--- src/common/ctg_consts.vh ---
`ifndef CTG_CONSTS_VH
`define CTG_CONSTS_VH

// ***********************************************************
// rates and timing
// ***********************************************************
`define CTG_PCLK_HZ       100000000
`define CTG_BASE_HZ       36000000
// base tick accumulator: add 36 per pclk cycle, wrap at 100
`define CTG_BASE_STEP     7'h24
`define CTG_BASE_MOD      7'h64
`define CTG_DIV_MIN       33'h000000002
`define CTG_DIV_MAX       33'h1258D0980

// ***********************************************************
// register byte offsets
// ***********************************************************
`define CTG_OFF_CTRL      4'h0
`define CTG_OFF_DIVLO     4'h4
`define CTG_OFF_DIVHI     4'h8
`define CTG_OFF_COUNT     4'hC
`define CTG_CH_STRIDE     8'h10
`define CTG_ADDR_LIST     8'h20
`define CTG_ADDR_STATUS   8'h24
`define CTG_ADDR_TOP      8'h27

// ***********************************************************
// control field layout and reset values
// ***********************************************************
`define CTG_CTRL_EN       0
`define CTG_CTRL_SRC      1
`define CTG_CTRL_GATE_LO  2
`define CTG_CTRL_GATE_HI  4
`define CTG_CTRL_RST      5'h00
`define CTG_DIV_RST       33'h000000002
`define CTG_LIST_RST      2'h0

// ***********************************************************
// gate types
// ***********************************************************
`define CTG_GATE_NONE     3'h0
`define CTG_GATE_LOW      3'h1
`define CTG_GATE_HIGH     3'h2
`define CTG_GATE_FALL     3'h3
`define CTG_GATE_RISE     3'h4

`endif

--- src/rtl/ctg_top.v ---
// What this block does
// - two independent 32-bit counters, selected by element index 0 or 1
// - each counter has its own clock input, gate input, pulse output
// - index 0 addresses counter 0, index 1 addresses counter 1
// - listed counter gives two entries: low half first, then high half
// - listed counters are sampled at the analog input sample clock
// - internal source: pulse output runs at the programmed frequency
// - external source: counting happens on clock input rising edges
// - internal clock is 36 MHz base divided by divider 2 upward
// - gate none: enabled as soon as software enables, gate ignored
// - low-level gate: counts while gate low, stops while high
// - high-level gate: counts while gate high, stops while low
// - falling-edge gate: enabled after a high-to-low gate transition
// - rising-edge gate: enabled after a low-to-high gate transition
//
// The address map and the APB register port are this design's own decisions.
`include "ctg_consts.vh"

module ctg_top (
    input  wire        pclk,
    input  wire        presetn,
    input  wire        psel,
    input  wire        penable,
    input  wire        pwrite,
    input  wire [7:0]  paddr,
    input  wire [31:0] pwdata,
    output reg  [31:0] prdata,
    output reg         pready,
    output reg         pslverr,
    input  wire [1:0]  ctr_clk_in,
    input  wire [1:0]  ctr_gate_in,
    output wire [1:0]  ctr_pulse_out,
    input  wire        ai_sample,
    output reg  [15:0] acq_data,
    output reg         acq_valid,
    output reg         acq_ctr,
    output reg         acq_upper
);

    // ***********************************************************
    // storage
    // ***********************************************************
    reg  [4:0]  ctrl     [0:1];
    reg  [32:0] divider  [0:1];
    reg  [31:0] snap     [0:1];
    reg  [1:0]  list_en;
    reg  [6:0]  base_acc;
    reg         base_tick;
    reg  [1:0]  entry;
    reg         emitting;
    wire [31:0] count    [0:1];
    wire [1:0]  active;
    wire        setup_ok;
    wire        wr_fire;
    wire        rd_hit;
    wire        wr_ch;
    wire [3:0]  wr_off;
    wire [7:0]  next_acc;
    wire [2:0]  next_idx;
    integer     i;

    // ***********************************************************
    // helper functions
    // ***********************************************************
    // true when the address hits a channel register block
    function is_chan;
        input [7:0] a;
        begin
            is_chan = (a < `CTG_ADDR_LIST) && (a[1:0] == 2'h0);
        end
    endfunction

    // true when the address hits any mapped word
    function is_mapped;
        input [7:0] a;
        begin
            is_mapped = is_chan(a) ||
                        a == `CTG_ADDR_LIST ||
                        a == `CTG_ADDR_STATUS;
        end
    endfunction

    // read-back word for a mapped address
    function [31:0] read_word;
        input [7:0] a;
        reg         ch;
        begin
            ch = a[4];
            read_word = 32'h0;
            if (is_chan(a)) begin
                case (a[3:0])
                    `CTG_OFF_CTRL:  read_word = {27'h0, ctrl[ch]};
                    `CTG_OFF_DIVLO: read_word = divider[ch][31:0];
                    `CTG_OFF_DIVHI: read_word = {31'h0, divider[ch][32]};
                    `CTG_OFF_COUNT: read_word = count[ch];
                    default:        read_word = 32'h0;
                endcase
            end else if (a == `CTG_ADDR_LIST) begin
                read_word = {30'h0, list_en};
            end else if (a == `CTG_ADDR_STATUS) begin
                read_word = {28'h0, emitting, 1'b0, active};
            end
        end
    endfunction

    // ***********************************************************
    // apb slave: one wait state, answer registered
    // ***********************************************************
    assign setup_ok = psel && penable && !pready;
    assign wr_fire  = psel && penable && pready && pwrite;
    assign rd_hit   = is_mapped(paddr);
    assign wr_ch    = paddr[4];
    assign wr_off   = paddr[3:0];

    // ready, error and read data latched in first access cycle
    always @(posedge pclk or negedge presetn) begin
        if (!presetn) begin
            pready  <= 1'b0;
            pslverr <= 1'b0;
            prdata  <= 32'h0;
        end else begin
            pready  <= setup_ok;
            pslverr <= setup_ok && !rd_hit;
            if (setup_ok && !pwrite && rd_hit)
                prdata <= read_word(paddr);
            else if (setup_ok)
                prdata <= 32'h0;
        end
    end

    // ***********************************************************
    // software registers
    // ***********************************************************
    // writes take effect on the completing access edge
    always @(posedge pclk or negedge presetn) begin
        if (!presetn) begin
            for (i = 0; i < 2; i = i + 1) begin
                ctrl[i]    <= `CTG_CTRL_RST;
                divider[i] <= `CTG_DIV_RST;
            end
            list_en <= `CTG_LIST_RST;
        end else if (wr_fire) begin
            if (is_chan(paddr)) begin
                case (wr_off)
                    `CTG_OFF_CTRL:
                        ctrl[wr_ch] <= pwdata[4:0];
                    `CTG_OFF_DIVLO:
                        divider[wr_ch][31:0] <= pwdata;
                    `CTG_OFF_DIVHI:
                        divider[wr_ch][32] <= pwdata[0];
                    default:
                        divider[wr_ch] <= divider[wr_ch];
                endcase
            end else if (paddr == `CTG_ADDR_LIST) begin
                list_en <= pwdata[1:0];
            end
        end
    end

    // ***********************************************************
    // 36 MHz base tick from the 100 MHz clock
    // ***********************************************************
    // sum one bit wider so it cannot wrap past 127
    assign next_acc = {1'b0, base_acc} + {1'b0, `CTG_BASE_STEP};

    // fractional accumulator gives 36 ticks per 100 cycles
    always @(posedge pclk or negedge presetn) begin
        if (!presetn) begin
            base_acc  <= 7'h0;
            base_tick <= 1'b0;
        end else if (next_acc >= {1'b0, `CTG_BASE_MOD}) begin
            base_acc  <= next_acc[6:0] - `CTG_BASE_MOD;
            base_tick <= 1'b1;
        end else begin
            base_acc  <= next_acc[6:0];
            base_tick <= 1'b0;
        end
    end

    // ***********************************************************
    // counter channels
    // ***********************************************************
    genvar g;
    generate
        for (g = 0; g < 2; g = g + 1) begin : chan
            // each channel has its own clock, gate and pulse pins
            ctg_chan u_chan (
                .pclk       (pclk),
                .presetn    (presetn),
                .base_tick  (base_tick),
                .sw_enable  (ctrl[g][`CTG_CTRL_EN]),
                .clk_src    (ctrl[g][`CTG_CTRL_SRC]),
                .gate_type  (ctrl[g][`CTG_CTRL_GATE_HI:`CTG_CTRL_GATE_LO]),
                .divider    (divider[g]),
                .ext_clk_in (ctr_clk_in[g]),
                .gate_in    (ctr_gate_in[g]),
                .count      (count[g]),
                .pulse_out  (ctr_pulse_out[g]),
                .active     (active[g])
            );
        end
    endgenerate

    // ***********************************************************
    // acquisition list readout
    // ***********************************************************
    // next entry index, skipping counters not in the list
    function [2:0] next_entry;
        input [1:0] cur;
        input [1:0] en;
        begin
            if (cur[0] == 1'b0)
                next_entry = {1'b0, cur[1], 1'b1};
            else if (cur[1] == 1'b0 && en[1])
                next_entry = 3'h2;
            else
                next_entry = 3'h4;  // past the end
        end
    endfunction

    // entry that follows the current one
    assign next_idx = next_entry(entry, list_en);

    // snapshot on sample clock, then emit low then high words
    always @(posedge pclk or negedge presetn) begin
        if (!presetn) begin
            snap[0]   <= 32'h0;
            snap[1]   <= 32'h0;
            entry     <= 2'h0;
            emitting  <= 1'b0;
            acq_data  <= 16'h0;
            acq_valid <= 1'b0;
            acq_ctr   <= 1'b0;
            acq_upper <= 1'b0;
        end else begin
            acq_valid <= 1'b0;
            if (!emitting) begin
                if (ai_sample && list_en != 2'h0) begin
                    snap[0]  <= count[0];
                    snap[1]  <= count[1];
                    entry    <= list_en[0] ? 2'h0 : 2'h2;
                    emitting <= 1'b1;
                end
            end else begin
                acq_valid <= 1'b1;
                acq_ctr   <= entry[1];
                acq_upper <= entry[0];
                acq_data  <= entry[0] ? snap[entry[1]][31:16]
                                      : snap[entry[1]][15:0];
                if (next_idx == 3'h4)
                    emitting <= 1'b0;
                else
                    entry <= next_idx[1:0];
            end
        end
    end

endmodule

--- src/rtl/ctg_chan.v ---
`include "ctg_consts.vh"

// one counter channel: sync, gating, divider, count, pulse out
module ctg_chan (
    input  wire        pclk,
    input  wire        presetn,
    input  wire        base_tick,
    input  wire        sw_enable,
    input  wire        clk_src,
    input  wire [2:0]  gate_type,
    input  wire [32:0] divider,
    input  wire        ext_clk_in,
    input  wire        gate_in,
    output reg  [31:0] count,
    output reg         pulse_out,
    output reg         active
);

    // ***********************************************************
    // input synchronisers
    // ***********************************************************
    reg  [1:0]  clk_sync;
    reg  [1:0]  gate_sync;
    reg         clk_prev;
    reg         gate_prev;
    reg         edge_armed;
    reg  [32:0] div_cnt;
    wire        clk_rise;
    wire        gate_rise;
    wire        gate_fall;
    wire        gate_ok;
    wire        int_tick;
    wire        count_tick;
    wire [32:0] div_eff;

    // two flops per input, first read only by second
    always @(posedge pclk or negedge presetn) begin
        if (!presetn) begin
            clk_sync  <= 2'h0;
            gate_sync <= 2'h0;
            clk_prev  <= 1'b0;
            gate_prev <= 1'b0;
        end else begin
            clk_sync  <= {clk_sync[0], ext_clk_in};
            gate_sync <= {gate_sync[0], gate_in};
            clk_prev  <= clk_sync[1];
            gate_prev <= gate_sync[1];
        end
    end

    assign clk_rise  = clk_sync[1] & ~clk_prev;
    assign gate_rise = gate_sync[1] & ~gate_prev;
    assign gate_fall = ~gate_sync[1] & gate_prev;

    // ***********************************************************
    // gate decision
    // ***********************************************************
    // edge gates latch enabled once the edge is seen
    always @(posedge pclk or negedge presetn) begin
        if (!presetn) begin
            edge_armed <= 1'b0;
        end else if (!sw_enable) begin
            edge_armed <= 1'b0;
        end else if (gate_type == `CTG_GATE_FALL && gate_fall) begin
            edge_armed <= 1'b1;
        end else if (gate_type == `CTG_GATE_RISE && gate_rise) begin
            edge_armed <= 1'b1;
        end
    end

    assign gate_ok =
        (gate_type == `CTG_GATE_NONE) ? 1'b1 :
        (gate_type == `CTG_GATE_LOW)  ? ~gate_sync[1] :
        (gate_type == `CTG_GATE_HIGH) ? gate_sync[1] :
        edge_armed;

    // ***********************************************************
    // internal clock divider
    // ***********************************************************
    assign div_eff  = (divider < `CTG_DIV_MIN) ? `CTG_DIV_MIN :
                      (divider > `CTG_DIV_MAX) ? `CTG_DIV_MAX :
                      divider;
    assign int_tick = base_tick && (div_cnt >= div_eff - 33'h1);

    always @(posedge pclk or negedge presetn) begin
        if (!presetn) begin
            div_cnt <= 33'h0;
        end else if (!(sw_enable && gate_ok) || clk_src) begin
            div_cnt <= 33'h0;
        end else if (base_tick) begin
            div_cnt <= int_tick ? 33'h0 : div_cnt + 33'h1;
        end
    end

    // external mode counts rising edges of the clock input
    assign count_tick = clk_src ? clk_rise : int_tick;

    // ***********************************************************
    // count, pulse output and activity
    // ***********************************************************
    always @(posedge pclk or negedge presetn) begin
        if (!presetn) begin
            count     <= 32'h0;
            pulse_out <= 1'b0;
            active    <= 1'b0;
        end else begin
            active <= sw_enable && gate_ok;
            if (!sw_enable) begin
                count     <= 32'h0;
                pulse_out <= 1'b0;
            end else if (gate_ok) begin
                if (count_tick)
                    count <= count + 32'h1;
                if (clk_src)
                    pulse_out <= clk_sync[1];
                else if (base_tick)
                    // high for first half of each divided period
                    pulse_out <= (div_cnt < (div_eff >> 1)) &&
                                 !int_tick;
            end else begin
                pulse_out <= 1'b0;
            end
        end
    end

endmodule

--- config.mk ---
export PLATFORM = sky130hd
export DESIGN_NAME = ctg_top
export DESIGN_NICKNAME = d
export VERILOG_FILES = /design/src/rtl/ctg_top.v /design/src/rtl/ctg_chan.v
export VERILOG_INCLUDE_DIRS = /design/src /design/src/common
export SDC_FILE = /design/constraint.sdc
export NUM_CORES = 1
export LEC_CHECK = 0
export BUFFER_PORTS_ARGS = -buffer_cell sky130_fd_sc_hd__buf_2
export CORE_MARGIN = 1
export CORE_UTILIZATION = 45
export DETAILED_ROUTE_END_ITERATION = 10
export GPL_ROUTABILITY_DRIVEN = 0
export SYNTH_ARGS = -nofsm -noshare
export SYNTH_HDL_FRONTEND = slang
export SYNTH_HIERARCHICAL = 1
export SYNTH_SLANG_ARGS = --single-unit
--- constraint.sdc ---
create_clock -name pclk -period 5.6 [get_ports pclk]
set_clock_uncertainty 0.1 [all_clocks]
set_input_delay 0.56 -clock pclk [delete_from_list [all_inputs] [get_ports pclk]]
set_output_delay 0.56 -clock pclk [all_outputs]
set_load 0.005 [all_outputs]
==> results of run 1 <==
-- report_power, final --
part / internal [mW] / switching, mW
sequential: 2.56 / 0.0838
clock: 1.75 / 1.16
combinational: 0.196 / 0.259
total: 4.51 / 1.50
-- final cells by class --
class	instances	area share, %
antenna	1	0.009348
clock buffer	62	4.693
clock inverter	12	0.8086
inverter	31	0.4347
multi-input combinational	1623	49.88
sequential	352	32.92
tap	615	2.875
timing repair buffer	286	8.381
-- how the worst max path moves through the flow --
stage | slack, ns | cells after the start | to | start
2_1_floorplan | 0.01 | 21 | chan[0].u_chan/count[24]$_DFFE_PN0P_ | divider[61]$_DFFE_PN0P_
3_3_place_gp | -0.73 | 26 | chan[1].u_chan/count[23]$_DFFE_PN0P_ | divider[31]$_DFFE_PN0P_
3_5_place_dp | -0.74 | 26 | chan[1].u_chan/count[26]$_DFFE_PN0P_ | divider[31]$_DFFE_PN0P_
4_1_cts | -0.07 | 22 | chan[0].u_chan/count[7]$_DFFE_PN0P_ | divider[64]$_DFFE_PN0P_
5_1_grt | -0.36 | 24 | chan[0].u_chan/count[23]$_DFFE_PN0P_ | divider[64]$_DFFE_PN0P_
6_report | -0.09 | 24 | chan[0].u_chan/count[7]$_DFFE_PN0P_ | divider[64]$_DFFE_PN0P_
-- cells by family after synthesis --
family                   count (synthesis)  share of synthesized area [%]
AND/OR/NAND/NOR                        726                          18.32
AO/OA/AOI/OAI                          387                          11.84
flip-flops                             352                          40.05
multiplexers                           250                          14.04
buffers and inverters                  143                          3.071
adder cells (fa/ha/maj)                136                          7.735
XOR/XNOR                               124                          4.937
-- sequential cells by signal (all words and copies together) (netlist names), 2 cells and up --
name and cells:
acq_data 16, base_acc 5, chan.u_chan/active 2, chan.u_chan/clk_prev 2
chan.u_chan/clk_sync 4, chan.u_chan/count 64, chan.u_chan/div_cnt 66, chan.u_chan/edge_armed 2
chan.u_chan/gate_prev 2, chan.u_chan/gate_sync 4, chan.u_chan/pulse_out 2, ctrl 10
divider 66, entry 2, list_en 2, prdata 32
snap 64
-- synthesized netlist by cell type (5+ instances only) --
| cell | n |
|---|---|
| nor2_1 | 135 |
| nor4_1 | 20 |
| mux2i_1 | 69 |
| ha_1 | 136 |
| clkbuf_1 | 69 |
| nand4b_1 | 8 |
| or3_1 | 22 |
| and2_1 | 44 |
| and4_1 | 20 |
| a41oi_1 | 6 |
| nor4b_1 | 6 |
| dfrtp_1 | 350 |
| buf_2 | 24 |
| o31ai_1 | 29 |
| or4_1 | 35 |
| and3_1 | 34 |
| nor3_1 | 34 |
| buf_6 | 6 |
| a21oi_1 | 112 |
| a31oi_1 | 14 |
| nand3b_1 | 16 |
| a211oi_1 | 15 |
| a2bb2oi_1 | 6 |
| o21ai_0 | 49 |
| nand2b_1 | 21 |
| mux4_2 | 22 |
| inv_1 | 31 |
| xnor2_1 | 40 |
| mux2_1 | 8 |
| xor2_1 | 84 |
| a22o_1 | 31 |
| mux2_2 | 121 |
| nor2b_1 | 5 |
| o22ai_1 | 31 |
| or2_2 | 7 |
| nand4_1 | 58 |
| nand2_1 | 171 |
| o21a_1 | 9 |
| a21o_1 | 19 |
| mux2_4 | 30 |
| nand3_1 | 52 |
-- metrics by stage --
stage          TNS [ns]  setup slack [ns]  utilization, %  hold WS (ns)
2_1_floorplan         0           0.01429               -        0.1644
3_3_place_gp     -41.45           -0.7274           49.98        0.2376
3_5_place_dp     -48.00           -0.7378           49.98        0.2435
4_1_cts         -0.8910          -0.07225           53.69        0.1061
5_1_grt          -28.27           -0.3614           55.82        0.1228
6_report         -1.818          -0.08600           55.83        0.1304
-- critical path, delay by kind of cell, from the launching register on --
kind	cells	cell delay, ns
buffers and inverters	4	0.55
AOI/OAI and AO/OA	5	0.88
DFF	1	0.37
xor gates and xnor gates	1	0.14
and+or+nand+nor	12	3.01
adders and majority gates	2	0.53
-- repair_timing --
action,CTS,global route
pin swaps,17,109
endpoints found under the hold margin,100,0
endpoints found under the setup margin,125,132
setup buffers,9,10
hold buffers,5,0
gates cloned,2,12
resized for setup,32,168
-- per-layer routing --
metal  track usage, %  vias up  wire length (um)
met2            42.36      612             31320
met1            36.38     9125             29870
li1                 -     8332                 -
met5                0        -                28
met4            10.14        4              2855
met3            5.057      170              4231
==> impl_metrics.csv, run 1 <==
group,metric,value,unit
run_status,status,"complete, but fails checks",
run_status,violations,"negative setup slack",
clocking,clock-root-buffer,"clkbuf_16",
route,drt_iter0_markers,1314,
worst_setup_path,worstSetupPathType,"register to register",
grt,grt_pass1_wl,103700,um
timing,rsz0062_at_grt,"true",
route,ant_nets,0,
synth,synth_top_area_share,39.81,%
timing,setup_viol,54,
route,avgViaCountPerCell,6.118,
worst_hold_path,hp-start,"pwdata[23]",
synth,synth_ff_type,"dfrtp_1",
synth,synth_cell_type_count,97,
job,drv_cap,0,
worst_setup_path,rr_startpoint,"divider[64]$_DFFE_PN0P_",
worst_setup_path,worstPathArrival,6.07,ns
power,ir_drop,193.0,uV
synth,synthCells,2118,
layout,fin_area,26770,um2
route,wl_per_cell,22.91,um
floorplan,die-area,49770,um2
worst_setup_path,cp_max_fo,7,
grt,grt_pass1_vias,17800,
timing,post-route-min-period,5.686,ns
synth,synth_area_leaders,"dfrtp_1, ha_1, mux2_2",
layout,layout-drive-gt1-share,28.99,%
synth,ys_seq_area_share,40.05,%
synth,ys_ff_latch,352,
layout,final_cell_mix,"dfrtp_1, nand2_1, buf_4, ha_1, mux2_2",
timing,max_freq,0.1759,GHz
synth,synth_top_area_cell,"dfrtp_1",
power,powerDensity,224.5,nW/um2
worst_setup_path,cp_data_required_time,5.99,ns
worst_setup_path,critPathSlowestCell,"or4_4",
worst_setup_path,timing.critical_path.cells,"or2_1 > or4_4 > or3_4 > a21bo_4 > nand3b_1 > ha_2 > inv_2 > or4_4 > nor3_4 > nand2_2 > nor2_2 > xor2_1 > nor2_1 > ha_1 > nand4_1 > buf_4 > nor2_2 > a2bb2oi_2 > a211oi_4 > o31ai_4 > buf_12 > buf_12 > or4_1 > a21oi_1",
worst_hold_path,min_path_type,"primary input to register",
worst_setup_path,rr_worst_depth,24,
timing,fin_ws,-0.08600,ns
synth,synth_area_per_cell,10.39,um2
timing,hold_viol_final,0,
floorplan,rows,80,
worst_setup_path,r2r_slack,-0.09,ns
clocking,numCtsBuffers,42,
layout,fillers,4132,
worst_setup_path,cp_slowest_stage_delay,0.54,ns
floorplan,coreArea,47950,um2
placement,dp_hpwl,48670,um
layout,fin_cells,2982,
layout,syn_to_final_growth,21.68,%
worst_setup_path,worstSetupEndpointType,"register",
worst_hold_path,hold_depth,2,
route,drc_errors,0,
worst_setup_path,startpoint_type,"register",
power,p_leak,12.48,nW
synth,synth_edf_count,0,
layout,register_area,8811,um2
placement,dpl_cell_area,23960,um2
synth,syn-num-nets,2304,
floorplan,start_util,45.88,%
grt,grt_max_degree,102,
synth,yosys_warnings,6,
route,num_vias,18240,
timing,slew_headroom,14.56,%
clocking,tritoncts,"done",
clocking,clk_pin_slew,0.06,ns
worst_setup_path,r2r_end,"chan[0].u_chan/count[7]$_DFFE_PN0P_",
layout,final_common_cell,"dfrtp_1",
synth,netlist_area,22000,um2
clocking,htreeDepth,2,
clocking,clk_latency,0.59,ns
floorplan,ioPinCount,105,
synth,postSynth.asyncResetShare,100.0,%
layout,fin_nets,2522,
grt,grt.overflow.total,0,
floorplan,die_w,223.1,um
clocking,clock_path_buffers,3,
placement,portBuffers,104,
floorplan,die_h,223.1,um
route,drt-total-wl,68300,um
timing,fin_crit_sh,101.5,%
grt,grtUsageTotal,26.78,%
timing,tightest_slew,1.282,ns
route,dr.pass1.iters,5,
layout,multi_input_area,13350,um2
clocking,cts.sinks,352,
power,total_power,6.010,mW
worst_hold_path,holdPathEnd,"divider[56]$_DFFE_PN0P_",
grt,grt_antenna_before_repair,5,
placement,placed_cells,2870,
timing,drv_slew,0,
Note: power is estimated with default switching activity, not from simulation.
==> inputs of run 2 (changes only) <==
- SKIP_LAST_GASP: default -> 1
==> run 2 against run 1 <==
The run still ends with negative setup slack left. Power about the same. Register-to-register slack worse by 0.02 ns. First-iteration DRC count down 8.4%. Fmax down 0.29%. Critical path depth unchanged. Sequential share of layout area up 0.43 points.
==> impl_metrics.csv, run 2 (synthesis results as in run 1) <==
group,metric,value,unit
run_status,status,"complete, but fails checks",
run_status,violations,"negative setup slack",
floorplan,ioPinCount,105,
placement,dp_hpwl,48670,um
layout,syn_to_final_growth,20.12,%
grt,grt_antenna_before_repair,4,
grt,grtUsageTotal,26.78,%
clocking,htreeDepth,2,
clocking,clk_latency,0.59,ns
timing,tightest_slew,1.303,ns
placement,pre_cts_ws,-0.7378,ns
timing,fin_ws,-0.1025,ns
layout,final_common_cell,"dfrtp_1",
placement,portBuffers,104,
layout,fillers,4152,
timing,fin_crit_sh,101.8,%
timing,setup_viol,55,
route,wl_per_cell,22.70,um
grt,grt_max_degree,102,
power,p_leak,12.40,nW
grt,grt.overflow.total,0,
clocking,tritoncts,"done",
route,ant_nets,0,
layout,fin_cells,2978,
timing,rsz0062_at_grt,"true",
worst_setup_path,worstSetupPathType,"register to register",
placement,placed_cells,2870,
grt,grt_pass1_wl,103700,um
power,ir_drop,192.9,uV
floorplan,start_util,45.88,%
layout,layout-drive-gt1-share,27.43,%
timing,hold_viol_final,0,
floorplan,die-area,49770,um2
route,drc_errors,0,
clocking,numCtsBuffers,42,
clocking,clock-root-buffer,"clkbuf_16",
worst_hold_path,min_path_type,"primary input to register",
floorplan,rows,80,
timing,post-route-min-period,5.702,ns
layout,final_cell_mix,"dfrtp_1, nand2_1, buf_4, ha_1, nor2_1",
clocking,clock_path_buffers,3,
power,powerDensity,227.3,nW/um2
timing,slew_headroom,13.16,%
worst_setup_path,cp_max_fo,7,
route,drt-total-wl,67600,um
floorplan,die_w,223.1,um
route,dr.pass1.iters,7,
floorplan,die_h,223.1,um
worst_setup_path,worstSetupEndpointType,"register",
floorplan,coreArea,47950,um2
clocking,clk_pin_slew,0.06,ns
layout,fin_nets,2518,
timing,drv_slew,0,
worst_setup_path,cp_data_required_time,5.99,ns
worst_setup_path,worstPathArrival,6.09,ns
timing,finalSetupTns,-1.755,ns
layout,top_regs,"chan.u_chan/div_cnt: 66 flops, divider: 66 flops",
layout,final_core_util,55.11,%
route,drt_iter0_markers,1204,
job,drv_cap,0,
route,num_vias,18200,
timing,max_freq,0.1754,GHz
worst_setup_path,startpoint_type,"register",
route,avgViaCountPerCell,6.113,
clocking,cts.sinks,352,
grt,grt_pass1_vias,17810,
run 2: changes by cell type in the layout (fill, tap and decap cells not counted), moves of 3 or more:
cell,before,now
buf_6,9,5
o31ai_1,23,28
or4_4,18,14
o31ai_2,5,1
or4_1,20,24
clkbuf_16,50,47
nor2_1,110,129
nor2_4,19,2
buf_4,148,154
run 2: area by class of cell:
type                    count  area, um2  share of cell area (%)
multi-input cells        1623      13130                   49.70
flip-flops and latches    352       8811                   33.34
repair buffers            282       2118                   8.016
clock buffers              62       1256                   4.754
well taps                 615      769.5                   2.912
clock inverters            12      216.5                  0.8192
inverters                  31      116.4                  0.4404
diodes                      1      2.502                0.009470
run 2: worst max-delay path, cell delays in order, from the launching register on:
cell	delay, ns
dfrtp_1	0.37
or2_1	0.24
or4_4	0.54
or3_4	0.36
a21bo_4	0.22
nand3b_1	0.10
ha_2	0.20
inv_2	0.04
or4_4	0.44
nor3_4	0.22
nand2_2	0.13
nor2_2	0.14
xor2_1	0.14
nor2_1	0.06
ha_1	0.33
nand4_1	0.19
buf_4	0.21
nor2_2	0.11
a2bb2oi_2	0.08
a211oi_4	0.30
o31ai_4	0.09
buf_8	0.16
buf_12	0.14
or4_1	0.52
a21oi_1	0.17
run 2: path summary, 6_finish.rpt:
kind / depth (start not counted) / from / slack, ns / endpoint
hold / removal: 2 / pwdata[23] / 0.13 / divider[56]$_DFFE_PN0P_
max in group asynchronous: 3 / presetn / 3.51 / divider[29]$_DFFE_PN0P_
hold reg to reg: 0 / chan[0].u_chan/clk_sync[0]$_DFF_PN0_ / 0.26 / chan[0].u_chan/clk_sync[1]$_DFF_PN0_
min in group asynchronous: 2 / presetn / 0.47 / acq_data[8]$_DFFE_PN0P_
setup / recovery: 24 / divider[64]$_DFFE_PN0P_ / -0.10 / chan[0].u_chan/count[7]$_DFFE_PN0P_
setup reg to reg: 24 / divider[64]$_DFFE_PN0P_ / -0.10 / chan[0].u_chan/count[7]$_DFFE_PN0P_
run 2: through the flow:
step | hold WS (ns) | total power [mW] | cell area, um2
global route | 0.1228 | 6.186 | 26420
CTS | 0.1061 | 6.038 | 25740
detailed placement | 0.2435 | 3.124 | 23960
finish | 0.1327 | 6.007 | 26420
floorplan | 0.1644 | 2.915 | 22060
global placement | 0.2376 | 3.118 | 23960
run 2: timing repair:
item	CTS	global route
setup endpoints to repair	125	132
endpoints found under the hold margin	100	0
gates resized for setup	29	108
buffers inserted	9	9
cloned	2	8
pin swaps	17	85
hold buffers	5	0
run 2: metal layers:
layer  part of all wire (%)  global-route usage (%)
met1                     44                   36.36
met2                     46                   42.37
met4                    3.9                   10.14
met3                    6.4                   5.057
met5                  0.041                       0
run 2: report_power, final:
group,internal (mW),switching (mW),total (mW)
sequential,2.56,0.0834,2.65
combinational,0.195,0.260,0.455
clock,1.75,1.15,2.90
total,4.51,1.50,6.01
==> inputs of run 3 (changes only) <==
- RECOVER_POWER: default -> 50
==> run 3 against run 2 <==
The flow finishes with violations (max-capacitance violations, max-slew violations, negative setup slack). Critical path depth is the same. Sequential share of layout area grew 0.11 points. Worst hold slack is essentially flat. Utilization shrank 0.19 points. Critical endpoint unchanged. Highest routed layer unchanged.
==> impl_metrics.csv, run 3 (synthesis results as in run 1) <==
group,metric,value,unit
run_status,violations,"max-capacitance violations, max-slew violations, negative setup slack",
timing,tightest_slew,3.294,ns
worst_setup_path,timing.critical_path.cells,"or2_1 > or4_4 > or3_4 > a21bo_4 > nand3b_1 > ha_2 > inv_2 > or4_4 > nor3_4 > nand2_2 > nor2_2 > xor2_1 > nor2_1 > ha_1 > nand4_1 > buf_4 > nor2_2 > a2bb2oi_2 > a211oi_4 > o31ai_4 > buf_8 > buf_12 > or4_1 > a21oi_1",
layout,syn_to_final_growth,19.71,%
route,drt-total-wl,67520,um
timing,fin_ws,-0.1291,ns
route,wl_per_cell,22.67,um
clocking,numCtsBuffers,42,
floorplan,die-area,49770,um2
clocking,clk_pin_slew,0.06,ns
grt,grt_pass1_wl,103700,um
timing,hold_viol_final,0,
timing,rsz0062_at_grt,"true",
route,ant_nets,0,
power,ir_drop,192.8,uV
grt,grt.overflow.total,0,
grt,grtUsageTotal,26.78,%
route,avgViaCountPerCell,6.109,
worst_setup_path,crit_family,"simple AND/OR/NAND/NOR gates",
timing,drv_slew,312,
worst_hold_path,hp-start,"pwdata[23]",
clocking,tritoncts,"done",
grt,grt_max_degree,102,
clocking,clock-root-buffer,"clkbuf_16",
worst_setup_path,worstSetupPathType,"register to register",
worst_setup_path,cp_data_required_time,5.99,ns
power,total_power,6.008,mW
worst_hold_path,hold_depth,2,
layout,final_common_cell,"dfrtp_1",
worst_setup_path,worst-path-buf-inv,4,
worst_setup_path,startpoint_type,"register",
worst_setup_path,cp_max_fo,7,
floorplan,rows,80,
grt,grt_pass1_vias,17810,
layout,multi_input_area,13120,um2
grt,grt_antenna_before_repair,4,
route,drt_iter0_markers,1327,
worst_setup_path,worstSetupEndpointType,"register",
floorplan,ioPinCount,105,
worst_hold_path,holdPathEnd,"divider[56]$_DFFE_PN0P_",
worst_setup_path,worstPathArrival,6.12,ns
worst_setup_path,r2r_slack,-0.13,ns
worst_setup_path,rr_startpoint,"divider[64]$_DFFE_PN0P_",
clocking,cts.sinks,352,
worst_setup_path,rr_worst_depth,24,
route,num_vias,18190,
power,powerDensity,228.2,nW/um2
clocking,htreeDepth,2,
layout,final_cell_mix,"dfrtp_1, nand2_1, buf_4, ha_1, nor2_1",
floorplan,start_util,45.88,%
timing,post-route-min-period,5.729,ns
floorplan,die_w,223.1,um
layout,register_area,8811,um2
power,p_leak,12.25,nW
job,drv_cap,5,
timing,setup_viol,56,
worst_setup_path,critPathSlowestCell,"or4_4",
timing,whs,0.1329,ns
route,dr.pass1.iters,8,
floorplan,coreArea,47950,um2
placement,dp_hpwl,48670,um
worst_hold_path,min_path_type,"primary input to register",
layout,top_regs,"chan.u_chan/div_cnt: 66 flops, divider: 66 flops",
timing,slew_headroom,-119.6,%
timing,fin_crit_sh,102.3,%
layout,fillers,4168,
layout,layout-drive-gt1-share,26.04,%
timing,max_freq,0.1745,GHz
worst_setup_path,r2r_end,"chan[0].u_chan/count[7]$_DFFE_PN0P_",
clocking,clk_latency,0.59,ns
clocking,clock_path_buffers,3,
placement,portBuffers,104,
layout,fin_nets,2518,
floorplan,die_h,223.1,um
route,drc_errors,0,
worst_setup_path,cp_slowest_stage_delay,0.54,ns
run_status,status,"complete, but fails checks",
## run 3: through the flow
step | setup TNS [ns] | area (um2) | setup WS, ns | util, % | cells
after global placement | -41.45 | 23960 | -0.7274 | 49.98 | 2870
after detailed placement | -48.00 | 23960 | -0.7378 | 49.98 | 2870
after global routing | -27.03 | 26330 | -0.3718 | 54.92 | 2977
after floorplan | 0 | 22060 | 0.01429 | - | 2118
final | -1.946 | 26330 | -0.1291 | 54.92 | 2978
after CTS | -1.102 | 25740 | -0.07469 | 53.68 | 2960
## run 3: per-layer routing
metal  share of wire, %  global-route usage [%]  vias to the layer above
met5              0.041                       0                        -
met4                3.9                   10.14                        4
met3                6.1                   5.057                      159
met2                 46                   42.37                      603
met1                 44                   36.36                     9110
li1                   -                       -                     8317
## run 3: how the worst max path moves through the flow
stage / from / endpoint / slack (ns) / depth (start not counted)
after floorplan: divider[61]$_DFFE_PN0P_ / chan[0].u_chan/count[24]$_DFFE_PN0P_ / 0.01 / 21
after global placement: divider[31]$_DFFE_PN0P_ / chan[1].u_chan/count[23]$_DFFE_PN0P_ / -0.73 / 26
after detailed placement: divider[31]$_DFFE_PN0P_ / chan[1].u_chan/count[26]$_DFFE_PN0P_ / -0.74 / 26
after CTS: divider[64]$_DFFE_PN0P_ / chan[0].u_chan/count[7]$_DFFE_PN0P_ / -0.07 / 22
after global routing: divider[64]$_DFFE_PN0P_ / chan[0].u_chan/count[31]$_DFFE_PN0P_ / -0.37 / 24
final: divider[64]$_DFFE_PN0P_ / chan[0].u_chan/count[7]$_DFFE_PN0P_ / -0.13 / 24
## run 3: power by group
group	switching [mW]	internal, mW	leakage (nW)
combinational	0.258	0.195	6.68
sequential	0.0843	2.56	4.86
clock	1.16	1.75	0.720
## run 3: final cells by class
class,count,share of cell area (%)
diodes,1,0.009503
inverters,31,0.4419
well taps,615,2.922
repair buffers,282,7.759
flip-flops and latches,352,33.46
clock inverters,12,0.8220
clock buffers,62,4.770
multi-input cells,1623,49.82
## run 3: timing repair
action | in CTS | in global routing
resized for setup | 29 | 108
cloned | 2 | 8
setup buffers | 9 | 9
endpoints found under the hold margin | 100 | 0
setup endpoints to repair | 125 | 132
hold buffers | 5 | 0
pin swaps | 17 | 85
